==> src/wdt_pkg.sv <==
// Package: register map, field layout and timing constants of the watchdog
package wdt_pkg;

    localparam int ADDR_W = 4;
    localparam int DATA_W = 16;

    // Register offsets
    localparam logic [3:0] CTRL_OFFS   = 4'h0;
    localparam logic [3:0] STATUS_OFFS = 4'h4;
    localparam logic [3:0] COUNT_OFFS  = 4'h8;

    // Control field positions
    localparam int CTRL_SEL_LSB  = 0;
    localparam int CTRL_IE_BIT   = 2;
    localparam int CTRL_RSTE_BIT = 3;
    localparam int CTRL_RWT_BIT  = 4;
    // Status field positions
    localparam int STAT_TOF_BIT  = 0;
    localparam int STAT_PEND_BIT = 1;

    // Reset values
    localparam logic [1:0] SEL_RST  = 2'h0;
    localparam logic       IE_RST   = 1'b0;
    localparam logic       RSTE_RST = 1'b0;

    // Interval exponents for select codes 00..11
    localparam int EXP_SEL0 = 15;
    localparam int EXP_SEL1 = 18;
    localparam int EXP_SEL2 = 21;
    localparam int EXP_SEL3 = 24;

    // Reset delay after timeout, in system clocks
    localparam int RST_DELAY_CYC = 512;
    localparam int CNT_W         = 25;

    typedef struct packed {
        logic [ADDR_W-1:0] addr;
        logic [DATA_W-1:0] wdata;
        logic              wr;
        logic              rd;
    } bus_req_s;

    typedef struct packed {
        logic [1:0] interval_select;
        logic       irq_enable;
        logic       reset_enable;
    } ctrl_s;

endpackage

==> src/wdt_delay.sv <==
// Counter for the fixed reset delay that follows a watchdog timeout
`timescale 1ns/10ps
module wdt_delay #(
    parameter int DELAY = wdt_pkg::RST_DELAY_CYC
) (
    input  wire logic i_core_clk,
    input  wire logic i_arst_n,
    input  wire logic i_start,
    input  wire logic i_cancel,
    output logic      o_pending,
    output logic      o_expire
);
    localparam int W = $clog2(DELAY + 1);
    localparam logic [W-1:0] LAST = W'(DELAY - 1);

    logic [W-1:0] cnt_reg;
    logic         pend_reg;

    always_ff @(posedge i_core_clk or negedge i_arst_n) begin
        if (!i_arst_n) begin
            pend_reg <= 1'b0;
            cnt_reg  <= '0;
        end else if (i_cancel) begin
            pend_reg <= 1'b0;
            cnt_reg  <= '0;
        end else if (i_start) begin
            pend_reg <= 1'b1;
            cnt_reg  <= '0;
        end else if (pend_reg) begin
            if (cnt_reg == LAST) begin
                pend_reg <= 1'b0;
            end
            cnt_reg <= cnt_reg + 1'b1;
        end
    end

    assign o_pending = pend_reg;
    assign o_expire  = pend_reg && (cnt_reg == LAST) && !i_cancel;
endmodule

==> src/wdt_core.sv <==
// Watchdog timer: interval counter, timeout flag, interrupt and reset delay
//
// Notes on behaviour
// - Free-running counter, software restarts to zero
// - Interval between 2^15 and 2^24 clocks
// - Interrupt on timeout only when enabled
// - System reset 512 clocks after timeout
// - Select 00/01/10/11 gives 2^15/18/21/24
`timescale 1ns/10ps
module wdt_core (
    input  wire logic                        i_core_clk,
    input  wire logic                        i_arst_n,
    input  wire logic [wdt_pkg::ADDR_W-1:0]  i_addr,
    input  wire logic [wdt_pkg::DATA_W-1:0]  i_wdata,
    input  wire logic                        i_wr,
    input  wire logic                        i_rd,
    output logic      [wdt_pkg::DATA_W-1:0]  o_rdata,
    output logic                             o_irq,
    output logic                             o_sys_rst
);
    localparam int CW = wdt_pkg::CNT_W;

    wdt_pkg::bus_req_s req;
    wdt_pkg::ctrl_s    ctrl_reg;
    logic [CW-1:0]     count_reg;
    logic              tof_reg;
    logic              irq_reg;
    logic              rst_reg;
    logic [wdt_pkg::DATA_W-1:0] rdata_reg;
    logic              restart;
    logic              tof_clr;
    logic              timeout;
    logic              pending;
    logic              expire;
    logic [9:0]        since_reg;

    assign req = '{addr: i_addr, wdata: i_wdata, wr: i_wr, rd: i_rd};

    // Terminal count for a select code
    function automatic logic [CW-1:0] interval_last(input logic [1:0] sel);
        unique case (sel)
            2'h0: interval_last = CW'((1 << wdt_pkg::EXP_SEL0) - 1);
            2'h1: interval_last = CW'((1 << wdt_pkg::EXP_SEL1) - 1);
            2'h2: interval_last = CW'((1 << wdt_pkg::EXP_SEL2) - 1);
            2'h3: interval_last = CW'((1 << wdt_pkg::EXP_SEL3) - 1);
        endcase
    endfunction

    // Write strobe aimed at one register offset
    function automatic logic wr_hit(input wdt_pkg::bus_req_s r,
                                    input logic [wdt_pkg::ADDR_W-1:0] offs);
        wr_hit = r.wr && r.addr == offs;
    endfunction

    assign restart = wr_hit(req, wdt_pkg::CTRL_OFFS)
                     && req.wdata[wdt_pkg::CTRL_RWT_BIT];
    assign tof_clr = wr_hit(req, wdt_pkg::STATUS_OFFS)
                     && req.wdata[wdt_pkg::STAT_TOF_BIT];
    // Compare with >= so that a shorter select written mid-interval fires
    // at once instead of letting the counter run on to its own wrap
    assign timeout = !restart
                     && count_reg >= interval_last(ctrl_reg.interval_select);

    always_ff @(posedge i_core_clk or negedge i_arst_n) begin
        if (!i_arst_n) begin
            ctrl_reg.interval_select <= wdt_pkg::SEL_RST;
            ctrl_reg.irq_enable      <= wdt_pkg::IE_RST;
            ctrl_reg.reset_enable    <= wdt_pkg::RSTE_RST;
        end else if (wr_hit(req, wdt_pkg::CTRL_OFFS)) begin
            ctrl_reg.interval_select <=
                req.wdata[wdt_pkg::CTRL_SEL_LSB +: 2];
            ctrl_reg.irq_enable   <= req.wdata[wdt_pkg::CTRL_IE_BIT];
            ctrl_reg.reset_enable <= req.wdata[wdt_pkg::CTRL_RSTE_BIT];
        end
    end

    // Counter wraps to zero at the interval end, so it keeps running
    always_ff @(posedge i_core_clk or negedge i_arst_n) begin
        if (!i_arst_n) begin
            count_reg <= '0;
        end else if (restart || timeout) begin
            count_reg <= '0;
        end else begin
            count_reg <= count_reg + 1'b1;
        end
    end

    // Set wins over a simultaneous software clear
    always_ff @(posedge i_core_clk or negedge i_arst_n) begin
        if (!i_arst_n) begin
            tof_reg <= 1'b0;
        end else if (timeout) begin
            tof_reg <= 1'b1;
        end else if (tof_clr) begin
            tof_reg <= 1'b0;
        end
    end

    always_ff @(posedge i_core_clk or negedge i_arst_n) begin
        if (!i_arst_n) begin
            irq_reg <= 1'b0;
        end else begin
            irq_reg <= (tof_reg || timeout) && ctrl_reg.irq_enable;
        end
    end

    wdt_delay #(
        .DELAY (wdt_pkg::RST_DELAY_CYC)
    ) u_delay (
        .i_core_clk (i_core_clk),
        .i_arst_n   (i_arst_n),
        .i_start    (timeout),
        .i_cancel   (restart),
        .o_pending  (pending),
        .o_expire   (expire)
    );

    // Reset pulse held one cycle; the device reset tree takes it from here
    always_ff @(posedge i_core_clk or negedge i_arst_n) begin
        if (!i_arst_n) begin
            rst_reg <= 1'b0;
        end else begin
            rst_reg <= expire && ctrl_reg.reset_enable;
        end
    end

    always_ff @(posedge i_core_clk or negedge i_arst_n) begin
        if (!i_arst_n) begin
            rdata_reg <= '0;
        end else if (req.rd) begin
            rdata_reg <= '0;
            unique case (req.addr)
                wdt_pkg::CTRL_OFFS: begin
                    rdata_reg[wdt_pkg::CTRL_SEL_LSB +: 2] <=
                        ctrl_reg.interval_select;
                    rdata_reg[wdt_pkg::CTRL_IE_BIT]   <= ctrl_reg.irq_enable;
                    rdata_reg[wdt_pkg::CTRL_RSTE_BIT] <=
                        ctrl_reg.reset_enable;
                end
                wdt_pkg::STATUS_OFFS: begin
                    rdata_reg[wdt_pkg::STAT_TOF_BIT]  <= tof_reg;
                    rdata_reg[wdt_pkg::STAT_PEND_BIT] <= pending;
                end
                wdt_pkg::COUNT_OFFS: begin
                    rdata_reg <= count_reg[CW-1 -: wdt_pkg::DATA_W];
                end
                default: rdata_reg <= '0;
            endcase
        end else begin
            rdata_reg <= '0;
        end
    end

    assign o_rdata   = rdata_reg;
    assign o_irq     = irq_reg;
    assign o_sys_rst = rst_reg;

    // Cycles since the last timeout, kept for the delay checks only;
    // saturates so a long quiet spell cannot wrap back onto the delay
    always_ff @(posedge i_core_clk or negedge i_arst_n) begin
        if (!i_arst_n) begin
            since_reg <= '1;
        end else if (timeout) begin
            since_reg <= '0;
        end else if (since_reg != '1) begin
            since_reg <= since_reg + 1'b1;
        end
    end

    // Interval exponents indexed by select code
    localparam int EXP_TAB [4] = '{wdt_pkg::EXP_SEL0, wdt_pkg::EXP_SEL1,
                                   wdt_pkg::EXP_SEL2, wdt_pkg::EXP_SEL3};

    for (genvar s = 0; s < 4; s++) begin : g_sel
        chk_sel_end: assert property (@(posedge i_core_clk)
            disable iff (!i_arst_n)
            (ctrl_reg.interval_select == 2'(s) && !restart
             && count_reg == CW'((1 << EXP_TAB[s]) - 1)) |-> timeout)
            else $error("interval end missed");

        chk_sel_early: assert property (@(posedge i_core_clk)
            disable iff (!i_arst_n)
            (ctrl_reg.interval_select == 2'(s) && timeout)
            |-> count_reg >= CW'((1 << EXP_TAB[s]) - 1))
            else $error("timeout before interval end");
    end

    chk_count_step: assert property (@(posedge i_core_clk)
        disable iff (!i_arst_n)
        (!restart && !timeout) |=> count_reg == CW'($past(count_reg) + 1'b1))
        else $error("counter did not advance");

    chk_wrap_zero: assert property (@(posedge i_core_clk)
        disable iff (!i_arst_n) timeout |=> count_reg == '0)
        else $error("counter not cleared at interval end");

    chk_ctrl_write: assert property (@(posedge i_core_clk)
        disable iff (!i_arst_n)
        wr_hit(req, wdt_pkg::CTRL_OFFS) |=> ctrl_reg.interval_select
            == $past(req.wdata[wdt_pkg::CTRL_SEL_LSB +: 2]))
        else $error("select not taken from write");

    chk_irq_drop: assert property (@(posedge i_core_clk)
        disable iff (!i_arst_n) !ctrl_reg.irq_enable |=> !o_irq)
        else $error("interrupt with enable clear");

    chk_irq_level: assert property (@(posedge i_core_clk)
        disable iff (!i_arst_n)
        (tof_reg && ctrl_reg.irq_enable) |=> o_irq)
        else $error("interrupt not held with flag set");

    chk_flag_clear: assert property (@(posedge i_core_clk)
        disable iff (!i_arst_n) (tof_clr && !timeout) |=> !tof_reg)
        else $error("timeout flag not cleared");

    chk_flag_quiet: assert property (@(posedge i_core_clk)
        disable iff (!i_arst_n) (!tof_reg && !timeout) |=> !tof_reg)
        else $error("timeout flag set without timeout");

    chk_flag_cause: assert property (@(posedge i_core_clk)
        disable iff (!i_arst_n) $rose(tof_reg) |-> $past(timeout))
        else $error("timeout flag rose without cause");

    chk_delay_start: assert property (@(posedge i_core_clk)
        disable iff (!i_arst_n) timeout |=> pending)
        else $error("reset delay not started");

    chk_delay_cancel: assert property (@(posedge i_core_clk)
        disable iff (!i_arst_n) restart |=> !pending)
        else $error("reset delay not cancelled");

    chk_delay_bound: assert property (@(posedge i_core_clk)
        disable iff (!i_arst_n)
        pending |-> since_reg < 10'(wdt_pkg::RST_DELAY_CYC))
        else $error("reset delay overran");

    chk_reset_exact: assert property (@(posedge i_core_clk)
        disable iff (!i_arst_n)
        o_sys_rst |-> since_reg == 10'(wdt_pkg::RST_DELAY_CYC))
        else $error("system reset not at delay end");

    chk_reset_gate: assert property (@(posedge i_core_clk)
        disable iff (!i_arst_n) o_sys_rst |-> $past(ctrl_reg.reset_enable))
        else $error("system reset without enable");

    chk_reset_pulse: assert property (@(posedge i_core_clk)
        disable iff (!i_arst_n) o_sys_rst |=> !o_sys_rst)
        else $error("system reset longer than one cycle");

    // Read data must fall back to zero outside the answer cycle
    chk_rdata_idle: assert property (@(posedge i_core_clk)
        disable iff (!i_arst_n) !req.rd |=> o_rdata == '0)
        else $error("read data outside answer cycle");

    chk_restart_clears: assert property (@(posedge i_core_clk)
        disable iff (!i_arst_n) restart |=> count_reg == '0)
        else $error("counter not cleared by restart");

    chk_interval_end: assert property (@(posedge i_core_clk)
        disable iff (!i_arst_n)
        (count_reg == CW'((1 << wdt_pkg::EXP_SEL0) - 1)
         && ctrl_reg.interval_select == 2'h0 && !restart) |-> timeout)
        else $error("shortest interval end missed");

    chk_interval_range: assert property (@(posedge i_core_clk)
        disable iff (!i_arst_n)
        count_reg <= CW'((1 << wdt_pkg::EXP_SEL3) - 1))
        else $error("counter beyond longest interval");

    chk_irq_gate: assert property (@(posedge i_core_clk)
        disable iff (!i_arst_n)
        o_irq |-> $past(ctrl_reg.irq_enable))
        else $error("interrupt without enable");

    chk_irq_raise: assert property (@(posedge i_core_clk)
        disable iff (!i_arst_n)
        (timeout && ctrl_reg.irq_enable) |=> o_irq)
        else $error("interrupt not raised on timeout");

    chk_flag_sticky: assert property (@(posedge i_core_clk)
        disable iff (!i_arst_n)
        (tof_reg && !tof_clr) |=> tof_reg)
        else $error("timeout flag dropped by itself");

    chk_flag_set: assert property (@(posedge i_core_clk)
        disable iff (!i_arst_n) timeout |=> tof_reg)
        else $error("timeout flag not set");

    chk_reset_delay: assert property (@(posedge i_core_clk)
        disable iff (!i_arst_n)
        (timeout && ctrl_reg.reset_enable) ##1
        (!restart && ctrl_reg.reset_enable) [*8] |-> !o_sys_rst)
        else $error("system reset too early");

    chk_reset_cause: assert property (@(posedge i_core_clk)
        disable iff (!i_arst_n)
        o_sys_rst |-> $past(expire) && $past(pending))
        else $error("system reset without expired delay");
endmodule

==> config.mk <==
export PLATFORM = sky130hd
export DESIGN_NAME = wdt_core
export DESIGN_NICKNAME = d
export VERILOG_FILES = /design/src/wdt_pkg.sv /design/src/wdt_delay.sv /design/src/wdt_core.sv
export SDC_FILE = /design/constraint.sdc
export NUM_CORES = 1
export LEC_CHECK = 0
export BUFFER_PORTS_ARGS = -buffer_cell sky130_fd_sc_hd__buf_2
export CAP_MARGIN = 20
export CORE_AREA = 4 4 97 99
export DETAILED_ROUTE_END_ITERATION = 7
export DIE_AREA = 0 0 101 103
export PLACE_DENSITY = 0.5
export RECOVER_POWER = 25
export SLEW_MARGIN = 20
export SYNTH_ARGS = -nofsm -noshare
export SYNTH_HDL_FRONTEND = slang
export SYNTH_HIERARCHICAL = 1
export SYNTH_SLANG_ARGS = --single-unit
==> constraint.sdc <==
create_clock -name i_core_clk -period 3.68 [get_ports i_core_clk]
set_input_delay 0.736 -clock i_core_clk [delete_from_list [all_inputs] [get_ports i_core_clk]]
set_output_delay 0.736 -clock i_core_clk [all_outputs]
set_load 0.05 [all_outputs]
* Word level (Yosys, flattened, before mapping) *
Index checks and enable logic that the tools add are counted.

word-level totals
  flip-flop bits (word level) = 59
  output and inout port bits = 18

operators by class
  add/sub/neg operators = 2
  order comparisons = 1
  eq/ne operators = 6
  multiplexer cells = 15
  reduce and logical (&&, ||, !) cells = 16

operators by type and width
  operator                                        count
  one-hot mux 25 bit (4 select lines)             1
  two-way mux 10 bit                              3
  adder 25 x 1 -> 25 bit, second input constant   1
  >= comparator 25 bit                            1
  two-way mux 25 bit                              1
  two-way mux 16 bit                              1
  two-way mux 12 bit                              1
  adder 10 x 1 -> 10 bit, second input constant   1
  == test 10 x 9 -> 1 bit, second input constant  1
  logical AND 1 bit                               9
  two-way mux 1 bit                               6
  one-hot mux 2 bit (3 select lines)              1
  == test 2 bit, second input constant            2
  == test 4 x 3 -> 1 bit, second input constant   1
  == test 4 bit, second input constant            1
  zero test 4 bit                                 1
  one-hot mux 2 bit (2 select lines)              1
  nonzero test 3 bit                              1
  == test 2 x 1 -> 1 bit, second input constant   1
  zero test 2 bit                                 1
  logical OR 1 bit                                2
  nonzero test 2 bit                              1
  zero test 1 bit                                 1

* Depth between registers and ports, before layout *
Gate-level depths: netlist (run 1).

  depth after elaboration = 7
  depth in mapped cells = 10
  mapped depth without buffers = 10

* Modules after synthesis *
Netlist (run 1), hierarchy kept.

modules (own cells, without submodules)
  module     instances  cells an instance  area each (um^2)
  wdt_core   1          231                2,399.8
  wdt_delay  1          54                 546.8

* Worst setup path after synthesis (run 1) *
Ideal clock, no wire load.

  path type = register to register
  from = register ctrl_reg[3] (netlist name)
  to = register u_delay.cnt_reg[9]
  data arrival time = 2.549 ns
  slack = 1.052 ns
  stages on the path, launching flop included = 11
  path buffers = 0
  clock period less this slack = 2.628 ns
  cells stage by stage = dfrtp_1 inv_1 ha_1 nand4_1 o221a_2 o21ai_1 o21a_1 nor3_1 or2_1 or3_1 a21oi_1

between the ends
  longest elaborated chain between the ends = 6
  elaborated cells between the ends (all ways) = 10

RTL lines
  item                                     RTL line         RTL
  from (decl)                              wdt_core.sv:24   wdt_pkg::ctrl_s ctrl_reg;
  == test 2 bit (tied with other cells)    wdt_core.sv:41   unique case (sel)
  one-hot mux 25 bit (4 select lines) (*)  wdt_core.sv:41
  >= comparator 25 bit (*)                 wdt_core.sv:62   && count_reg >= interval_last(ctrl_reg.interval_select);
  logical AND 1 bit (*)                    wdt_core.sv:62
  via timeout                              wdt_core.sv:32   logic timeout;
  two-way mux 10 bit                       wdt_delay.sv:26  end else if (i_start) begin
  two-way mux 10 bit                       wdt_delay.sv:23  end else if (i_cancel) begin
  to (signal assigned)                     wdt_delay.sv:33  cnt_reg <= cnt_reg + 1'b1;
  to (decl)                                wdt_delay.sv:16  logic [W-1:0] cnt_reg;

Mark *: on every way through the listed nets, which the timed path passes. The rest lies on a longest branch. The select of a mux whose other input is x is not followed.
A chain may end at the register's enable or synchronous reset.

* Worst setup path after layout (run 1) *
  from = register ctrl_reg[2] (netlist name)
  to = register u_delay.cnt_reg[9]

The elaborated chain is that of the path after synthesis.

==> summary.txt, run 1 <==
Global route
  • Remaining Overflow, GRT: 0
  • Number of global-route vias before repair: 2093
  • First-pass GRT wire length: 10.3 mm
  • Pin count of the biggest net entering global routing: 28
  • Gr usage total: 12.9%
  • Antenna violations before repair: 0

Layout
  • Register area: 1480 µm²
  • Fillers: 832
  • Share of cells above drive strength 1: 19.9%
  • Area growth, synth to finish: 17.4%
  • Cell area after layout: 3460 µm²
  • Antenna Cells: 0
  • Number of flip-flops in the largest register: 25
  • Multi-input gate area: 1390 µm²
  • Fin nets: 356

Power
  • PwrDens: 522 nW/µm²
  • Sequential Power Share: 46.8%
  • Clock power share: 37.6%
  • Power, Total: 0.00180 W
  • Net switching power: 0.000521 W
  • Worst ir drop on vdd: 0.268 mV
  • Net Sw Frac: 28.9%
  • Lkg Pwr: 1.55 nW
  • Power share of the combinational group: 15.6%
  • P_int: 0.00128 W

Setup path
  • Reg2Reg Depth: 10
  • Largest delay contributor family on the critical path: simple AND/OR/NAND/NOR gates
  • Startpoint Class: register
  • Slowest stage cell, crit path: nor4_1
  • Worst EP required: 3.95 ns
  • WS Path Type: reg -> reg
  • Max incr delay on CP: 0.63 ns
  • WP data arrival: 3.20 ns
  • R2r setup slk: 0.75 ns
  • CP endpoint kind: register
  • CP bufs+invs: 0
  • Worst R2R Start: ctrl_reg[2]$_DFFE_PN0P_
  • Reg2Reg Capture Point: u_delay/cnt_reg[9]$_DFFE_PN0P_
  • Critical path fanouts, max: 4
  • CP Cell Sequence: nand2_1 > ha_1 > nand4b_1 > nor4_1 > and2_1 > o21a_1 > nor3_1 > or2_1 > or3_1 > a21oi_1

Clock network
  • CTS sink count: 59
  • Cts bufs inserted: 9
  • Worst skew pair latency: 0.34 ns
  • PostCTS Resize Cnt: 0
  • H-tree depth: 3
  • Cts hold-fix bufs: 0
  • Clock transition at path regs: 0.07 ns
  • CTS root buffer: clkbuf_8
  • CTS tree: done
  • Postcts setup bufs: 0
  • Longest Clk Path Bufs: 2

Yosys
  • Post-synth top flop: dfrtp_1
  • Synth top cells by count: dfrtp_1 (59), nor3_1 (25), nor2_1 (19), nand2_1 (15)
  • Mapped Avg Cell Area: 10.3 µm²
  • Sequential fraction of the synthesis area: 50.1%
  • Dominant cell by count in the synthesized netlist: dfrtp_1
  • Asr flop ratio synth: 100%
  • Ys Warns: 6
  • Largest cells by area after synthesis: dfrtp_1 (50%), ha_1 (4.7%), nor3_1 (4.2%), xnor2_1 (4.2%), and2_1 (3.0%)
  • Cell taking the most area after synthesis: dfrtp_1
  • Synth Net Count: 320
  • Share of the synthesized area in the top cell type: 50.1%
  • EDFF count, synth: 0
  • Seq cells post-synth: 59
  • Synthesized area: 2950 µm²
  • Yosys cell types: 44
  • Mapped Cells: 285

Timing
  • Peak Freq: 341 MHz
  • Setup_tns: 0 ns
  • Final period util: 79.7%
  • Worst slew pin tran: 1.45 ns
  • Final hold slack: 0.541 ns
  • Final Critical Period: 2.93 ns
  • Endpoints failing setup: 0
  • Final hold vios: 0
  • Slew Limit Fails: 0
  • Worst setup margin: 0.747 ns
  • RSZ-0062 raised after global routing: false
  • Max-slew headroom: 3.28%
  • Clock skew: 0.0122 ns

Floorplanning
  • Die height: 103 µm
  • Row Count: 34
  • Die width: 101 µm
  • Area of the core: 8550 µm²
  • Die ar.: 10400 µm²
  • Initial Util: 34.5%
  • I/O pins: 42

Worst hold path
  • HP Class: reg -> reg
  • Worst Hold Path EP: count_reg[0]$_DFF_PN0_
  • Hold path startpoint: count_reg[0]$_DFF_PN0_
  • Hold depth: 1

Place
  • # port buffers: 30
  • Placer Congestion: 0.801
  • Estimated wirelength of the detail-placed design: 4.44 mm
  • Placement Cell Area: 3240 µm²
  • Setup WS pre-CTS: 0.765 ns

Route
  • Number of vias in the routed layout: 2202
  • Post-DR vias/cell: 5.07
  • Routed Antenna Nets: 0
  • Starting DRT DRC Count: 85
  • DRT Wirelength: 6.31 mm
  • Drt drc: 0
  • Pre-Repair DR Iteration Count: 4
  • Avg WL per Cell: 14.5 µm

Flow run
  • Max_cap viols: 0

Outcome
  • Status: finished, final reports clean
worst max-delay path by stage:
stage	start	slack (ns)	cells past startpoint	end
floorplan	ctrl_reg[3]$_DFFE_PN0P_	1.05	10	u_delay/cnt_reg[9]$_DFFE_PN0P_
global placement	ctrl_reg[2]$_DFFE_PN0P_	0.78	10	u_delay/cnt_reg[9]$_DFFE_PN0P_
detailed placement	ctrl_reg[2]$_DFFE_PN0P_	0.77	10	u_delay/cnt_reg[9]$_DFFE_PN0P_
CTS	ctrl_reg[2]$_DFFE_PN0P_	0.72	10	u_delay/cnt_reg[9]$_DFFE_PN0P_
global route	ctrl_reg[2]$_DFFE_PN0P_	0.52	10	u_delay/cnt_reg[9]$_DFFE_PN0P_
finish	ctrl_reg[2]$_DFFE_PN0P_	0.75	10	u_delay/cnt_reg[9]$_DFFE_PN0P_
worst register-to-register path: stages, from the launching register on:
cell and delay, ns:
dfrtp_1 0.38, nand2_1 0.13, ha_1 0.33, nand4b_1 0.17, nor4_1 0.63, and2_1 0.22, o21a_1 0.17, nor3_1 0.10
or2_1 0.28, or3_1 0.31, a21oi_1 0.14
cell families (layout without fill, tap and decap cells):
family          after synthesis  in the layout  synth area share [%]
simple gates                129            129                  24.4
compound gates               35             35                  8.32
flops                        59             59                  50.1
xor+xnor                     23             23                  6.84
fa+ha+maj                    11             11                  4.67
mux                           8              8                  2.84
buf+inv                      20             61                  2.80
stage by stage:
stage / util (%) / cells
3_3_place_gp: 37.8 / 418
4_1_cts: 40.5 / 434
2_1_floorplan: - / 285
5_1_grt: 40.4 / 434
6_report: 40.4 / 434
3_5_place_dp: 37.8 / 418
power groups by stage:
stage / clock (W) / combinational (W) / sequential, W
2_1_floorplan: 0 / 0.000214 / 0.000839
3_3_place_gp: 0 / 0.000278 / 0.000852
3_5_place_dp: 0 / 0.000286 / 0.000856
4_1_cts: 0.000695 / 0.000287 / 0.000845
5_1_grt: 0.000727 / 0.000323 / 0.000860
6_report: 0.000678 / 0.000282 / 0.000845
per-layer routing:
metal	vias up	global-route usage [%]	wire, µm
met1	1054	16.4	3030
li1	1099	-	-
met5	-	0	0
met3	12	3.86	224
met4	0	6.24	139
met2	37	20.1	2910
layout make-up:
class / count / area share (%)
inverters: 8 / 0.868
clock inverters: 4 / 2.10
multi-input cells: 206 / 40.2
flip-flops and latches: 59 / 42.7
clock buffers: 12 / 4.49
repair buffers: 37 / 5.72
well taps: 108 / 3.91
placed cells by master (no fill, tap or decap), drive strengths merged, types with 2 or more instances in the layout:
master and count:
dfrtp 59, buf 35, nor3 25, nor2 19
nand2 15, xnor2 14, and2 14, clkbuf 14
nand4 11, ha 11, nand3 11, or3 9
xor2 9, inv 8, nor4 8, o21ai 8
a211oi 8, a21oi 7, mux2i 5, a21o 3
mux2 3, and4 3, or4 3, or2 3
nor4b 2, nor2b 2, o31ai 2, o221a 2
bufinv 2, nor3b 2
Note: power is estimated with default switching activity, not from simulation.
==> inputs of run 2 (changes only) <==
==> constraint.sdc (replaced) <==
create_clock -name i_core_clk -period 2.9 [get_ports i_core_clk]
set_input_delay 0.58 -clock i_core_clk [delete_from_list [all_inputs] [get_ports i_core_clk]]
set_output_delay 0.58 -clock i_core_clk [all_outputs]
set_load 0.05 [all_outputs]
==> summary.txt, run 2 (synthesis gave the netlist of run 1 again) <==
Floorplanning
  • I/O pins: 42
  • Row Count: 34
  • Die width: 101 µm
  • Die ar.: 10400 µm²
  • Area of the core: 8550 µm²
  • Initial Util: 34.5%
  • Die height: 103 µm

Layout
  • Fin nets: 359
  • Number of flip-flops in the largest register: 25
  • Leading cell types in the layout, fill and taps excluded: dfrtp_1 (59), buf_2 (28), nor3_1 (25)
  • Fillers: 828
  • Share of cells above drive strength 1: 20.7%
  • Antenna Cells: 0
  • Area growth, synth to finish: 17.7%
  • Finished Core Util: 40.5%
  • Leading cell type in the layout, fill and taps excluded: dfrtp_1

Power
  • P_int: 0.00158 W
  • PwrDens: 647 nW/µm²
  • Power share of the combinational group: 16.2%
  • Power, Total: 0.00224 W
  • Net switching power: 0.000661 W
  • Lkg Pwr: 1.55 nW
  • Clock power share: 36.1%
  • Net Sw Frac: 29.5%
  • Sequential Power Share: 47.7%
  • Worst ir drop on vdd: 0.244 mV

Route
  • Routed Antenna Nets: 0
  • Post-DR vias/cell: 5.10
  • Drt drc: 0
  • Pre-Repair DR Iteration Count: 4
  • Number of vias in the routed layout: 2227
  • DRT Wirelength: 6.34 mm
  • Starting DRT DRC Count: 118
  • Avg WL per Cell: 14.5 µm

Timing
  • Final Critical Period: 2.73 ns
  • Clock skew: 0.0123 ns
  • Peak Freq: 367 MHz
  • Slew Limit Fails: 31
  • Max-slew headroom: -6.03%
  • Worst slew pin tran: 1.59 ns
  • Final hold vios: 0
  • Final period util: 94.0%
  • Endpoints failing setup: 0

Clock network
  • CTS sink count: 59
  • CTS root buffer: clkbuf_8
  • H-tree depth: 3
  • CTS tree: done
  • Clock transition at path regs: 0.07 ns
  • Cts bufs inserted: 9
  • Longest Clk Path Bufs: 2
  • Postcts setup bufs: 0
  • Worst skew pair latency: 0.34 ns

Place
  • Estimated wirelength of the detail-placed design: 4.47 mm
  • Placer Congestion: 0.758
  • # port buffers: 30

Global route
  • Pin count of the biggest net entering global routing: 31
  • Antenna violations before repair: 0
  • Number of global-route vias before repair: 2208
  • Remaining Overflow, GRT: 0
  • Gr usage total: 13.4%
  • First-pass GRT wire length: 10.8 mm

Setup path
  • WP data arrival: 2.98 ns
  • Reg2Reg Capture Point: u_delay/cnt_reg[9]$_DFFE_PN0P_
  • Slowest stage cell, crit path: dfrtp_1
  • Reg2Reg Depth: 11
  • Startpoint Class: register
  • Largest delay contributor family on the critical path: simple AND/OR/NAND/NOR gates
  • R2r setup slk: 0.17 ns
  • Worst EP required: 3.15 ns
  • Worst R2R Start: ctrl_reg[3]$_DFFE_PN0P_
  • CP endpoint kind: register
  • WS Path Type: reg -> reg
  • Max incr delay on CP: 0.39 ns
  • CP bufs+invs: 2
  • CP Cell Sequence: inv_1 > ha_1 > nand4_1 > nor4_2 > buf_4 > and2_1 > o21a_1 > nor3_1 > or2_1 > or3_1 > a21oi_1
  • Critical path fanouts, max: 4

Worst hold path
  • HP Class: in -> reg
  • Hold path startpoint: i_wdata[1]
  • Hold depth: 3
  • Worst Hold Path EP: ctrl_reg[3]$_DFFE_PN0P_

Outcome
  • Status: finished with violations
  • Violated checks: max-capacitance violations, max-slew violations

Flow run
  • Max_cap viols: 1
run 2: per-layer routing:
layer / track usage (%) / up-vias / share of wire [%]
met5: 0 / - / 0
met4: 4.50 / 0 / 1.4
met3: 4.60 / 9 / 3.9
met2: 22.4 / 38 / 49
met1: 16.2 / 1066 / 45
li1: - / 1114 / -
run 2: area by class of cell:
class	count	area [µm²]	area share, %
flip-flops and latches	59	1480	42.6
clock buffers	11	131	3.79
multi-input cells	206	1400	40.4
repair buffers	40	216	6.24
inverters	8	30.0	0.866
clock inverters	5	77.6	2.24
well taps	108	135	3.90
run 2: stage by stage:
step	TNS (ns)	instance area, µm²	worst slack (ns)	hold WS (ns)	std cells
floorplan	0	2950	0.272	0.284	285
global placement	0	3270	0.149	0.530	421
detailed placement	0	3270	0.0766	0.530	421
CTS	0	3480	0.0440	0.303	437
global route	-0.0104	3470	-0.0104	0.449	437
finish	0	3470	0.174	0.466	437
run 2: worst max-delay path by stage:
stage                                endpoint  depth (start not counted)  slack, ns               startpoint
2_1_floorplan  u_delay/cnt_reg[9]$_DFFE_PN0P_                         10       0.27  ctrl_reg[3]$_DFFE_PN0P_
3_3_place_gp   u_delay/cnt_reg[9]$_DFFE_PN0P_                         11       0.15  ctrl_reg[2]$_DFFE_PN0P_
3_5_place_dp   u_delay/cnt_reg[9]$_DFFE_PN0P_                         11       0.08  ctrl_reg[2]$_DFFE_PN0P_
4_1_cts        u_delay/cnt_reg[9]$_DFFE_PN0P_                         11       0.04  ctrl_reg[2]$_DFFE_PN0P_
5_1_grt        u_delay/cnt_reg[9]$_DFFE_PN0P_                         10      -0.01  count_reg[20]$_DFF_PN0_
6_report       u_delay/cnt_reg[9]$_DFFE_PN0P_                         11       0.17  ctrl_reg[3]$_DFFE_PN0P_
run 2: timing repair:
item                                   4_1_cts  5_1_grt
setup endpoints to repair                    0        1
hold buffers                                 0        0
gates resized for setup                      0        2
endpoints found under the hold margin        0        0
run 2: power by group through the flow:
stage / Clock, W / Sequential (W) / Combinational, W
floorplan: 0 / 0.00106 / 0.000271
global placement: 0 / 0.00108 / 0.000358
detailed placement: 0 / 0.00108 / 0.000367
CTS: 0.000841 / 0.00107 / 0.000369
global route: 0.000877 / 0.00109 / 0.000427
finish: 0.000811 / 0.00107 / 0.000363
run 2: worst register-to-register path, delay by kind of cell (launching register included):
family,cells,cell delay [ns]
fa+ha+maj,1,0.34
flops,1,0.39
simple gates,6,1.29
compound gates,2,0.33
buf+inv,2,0.30
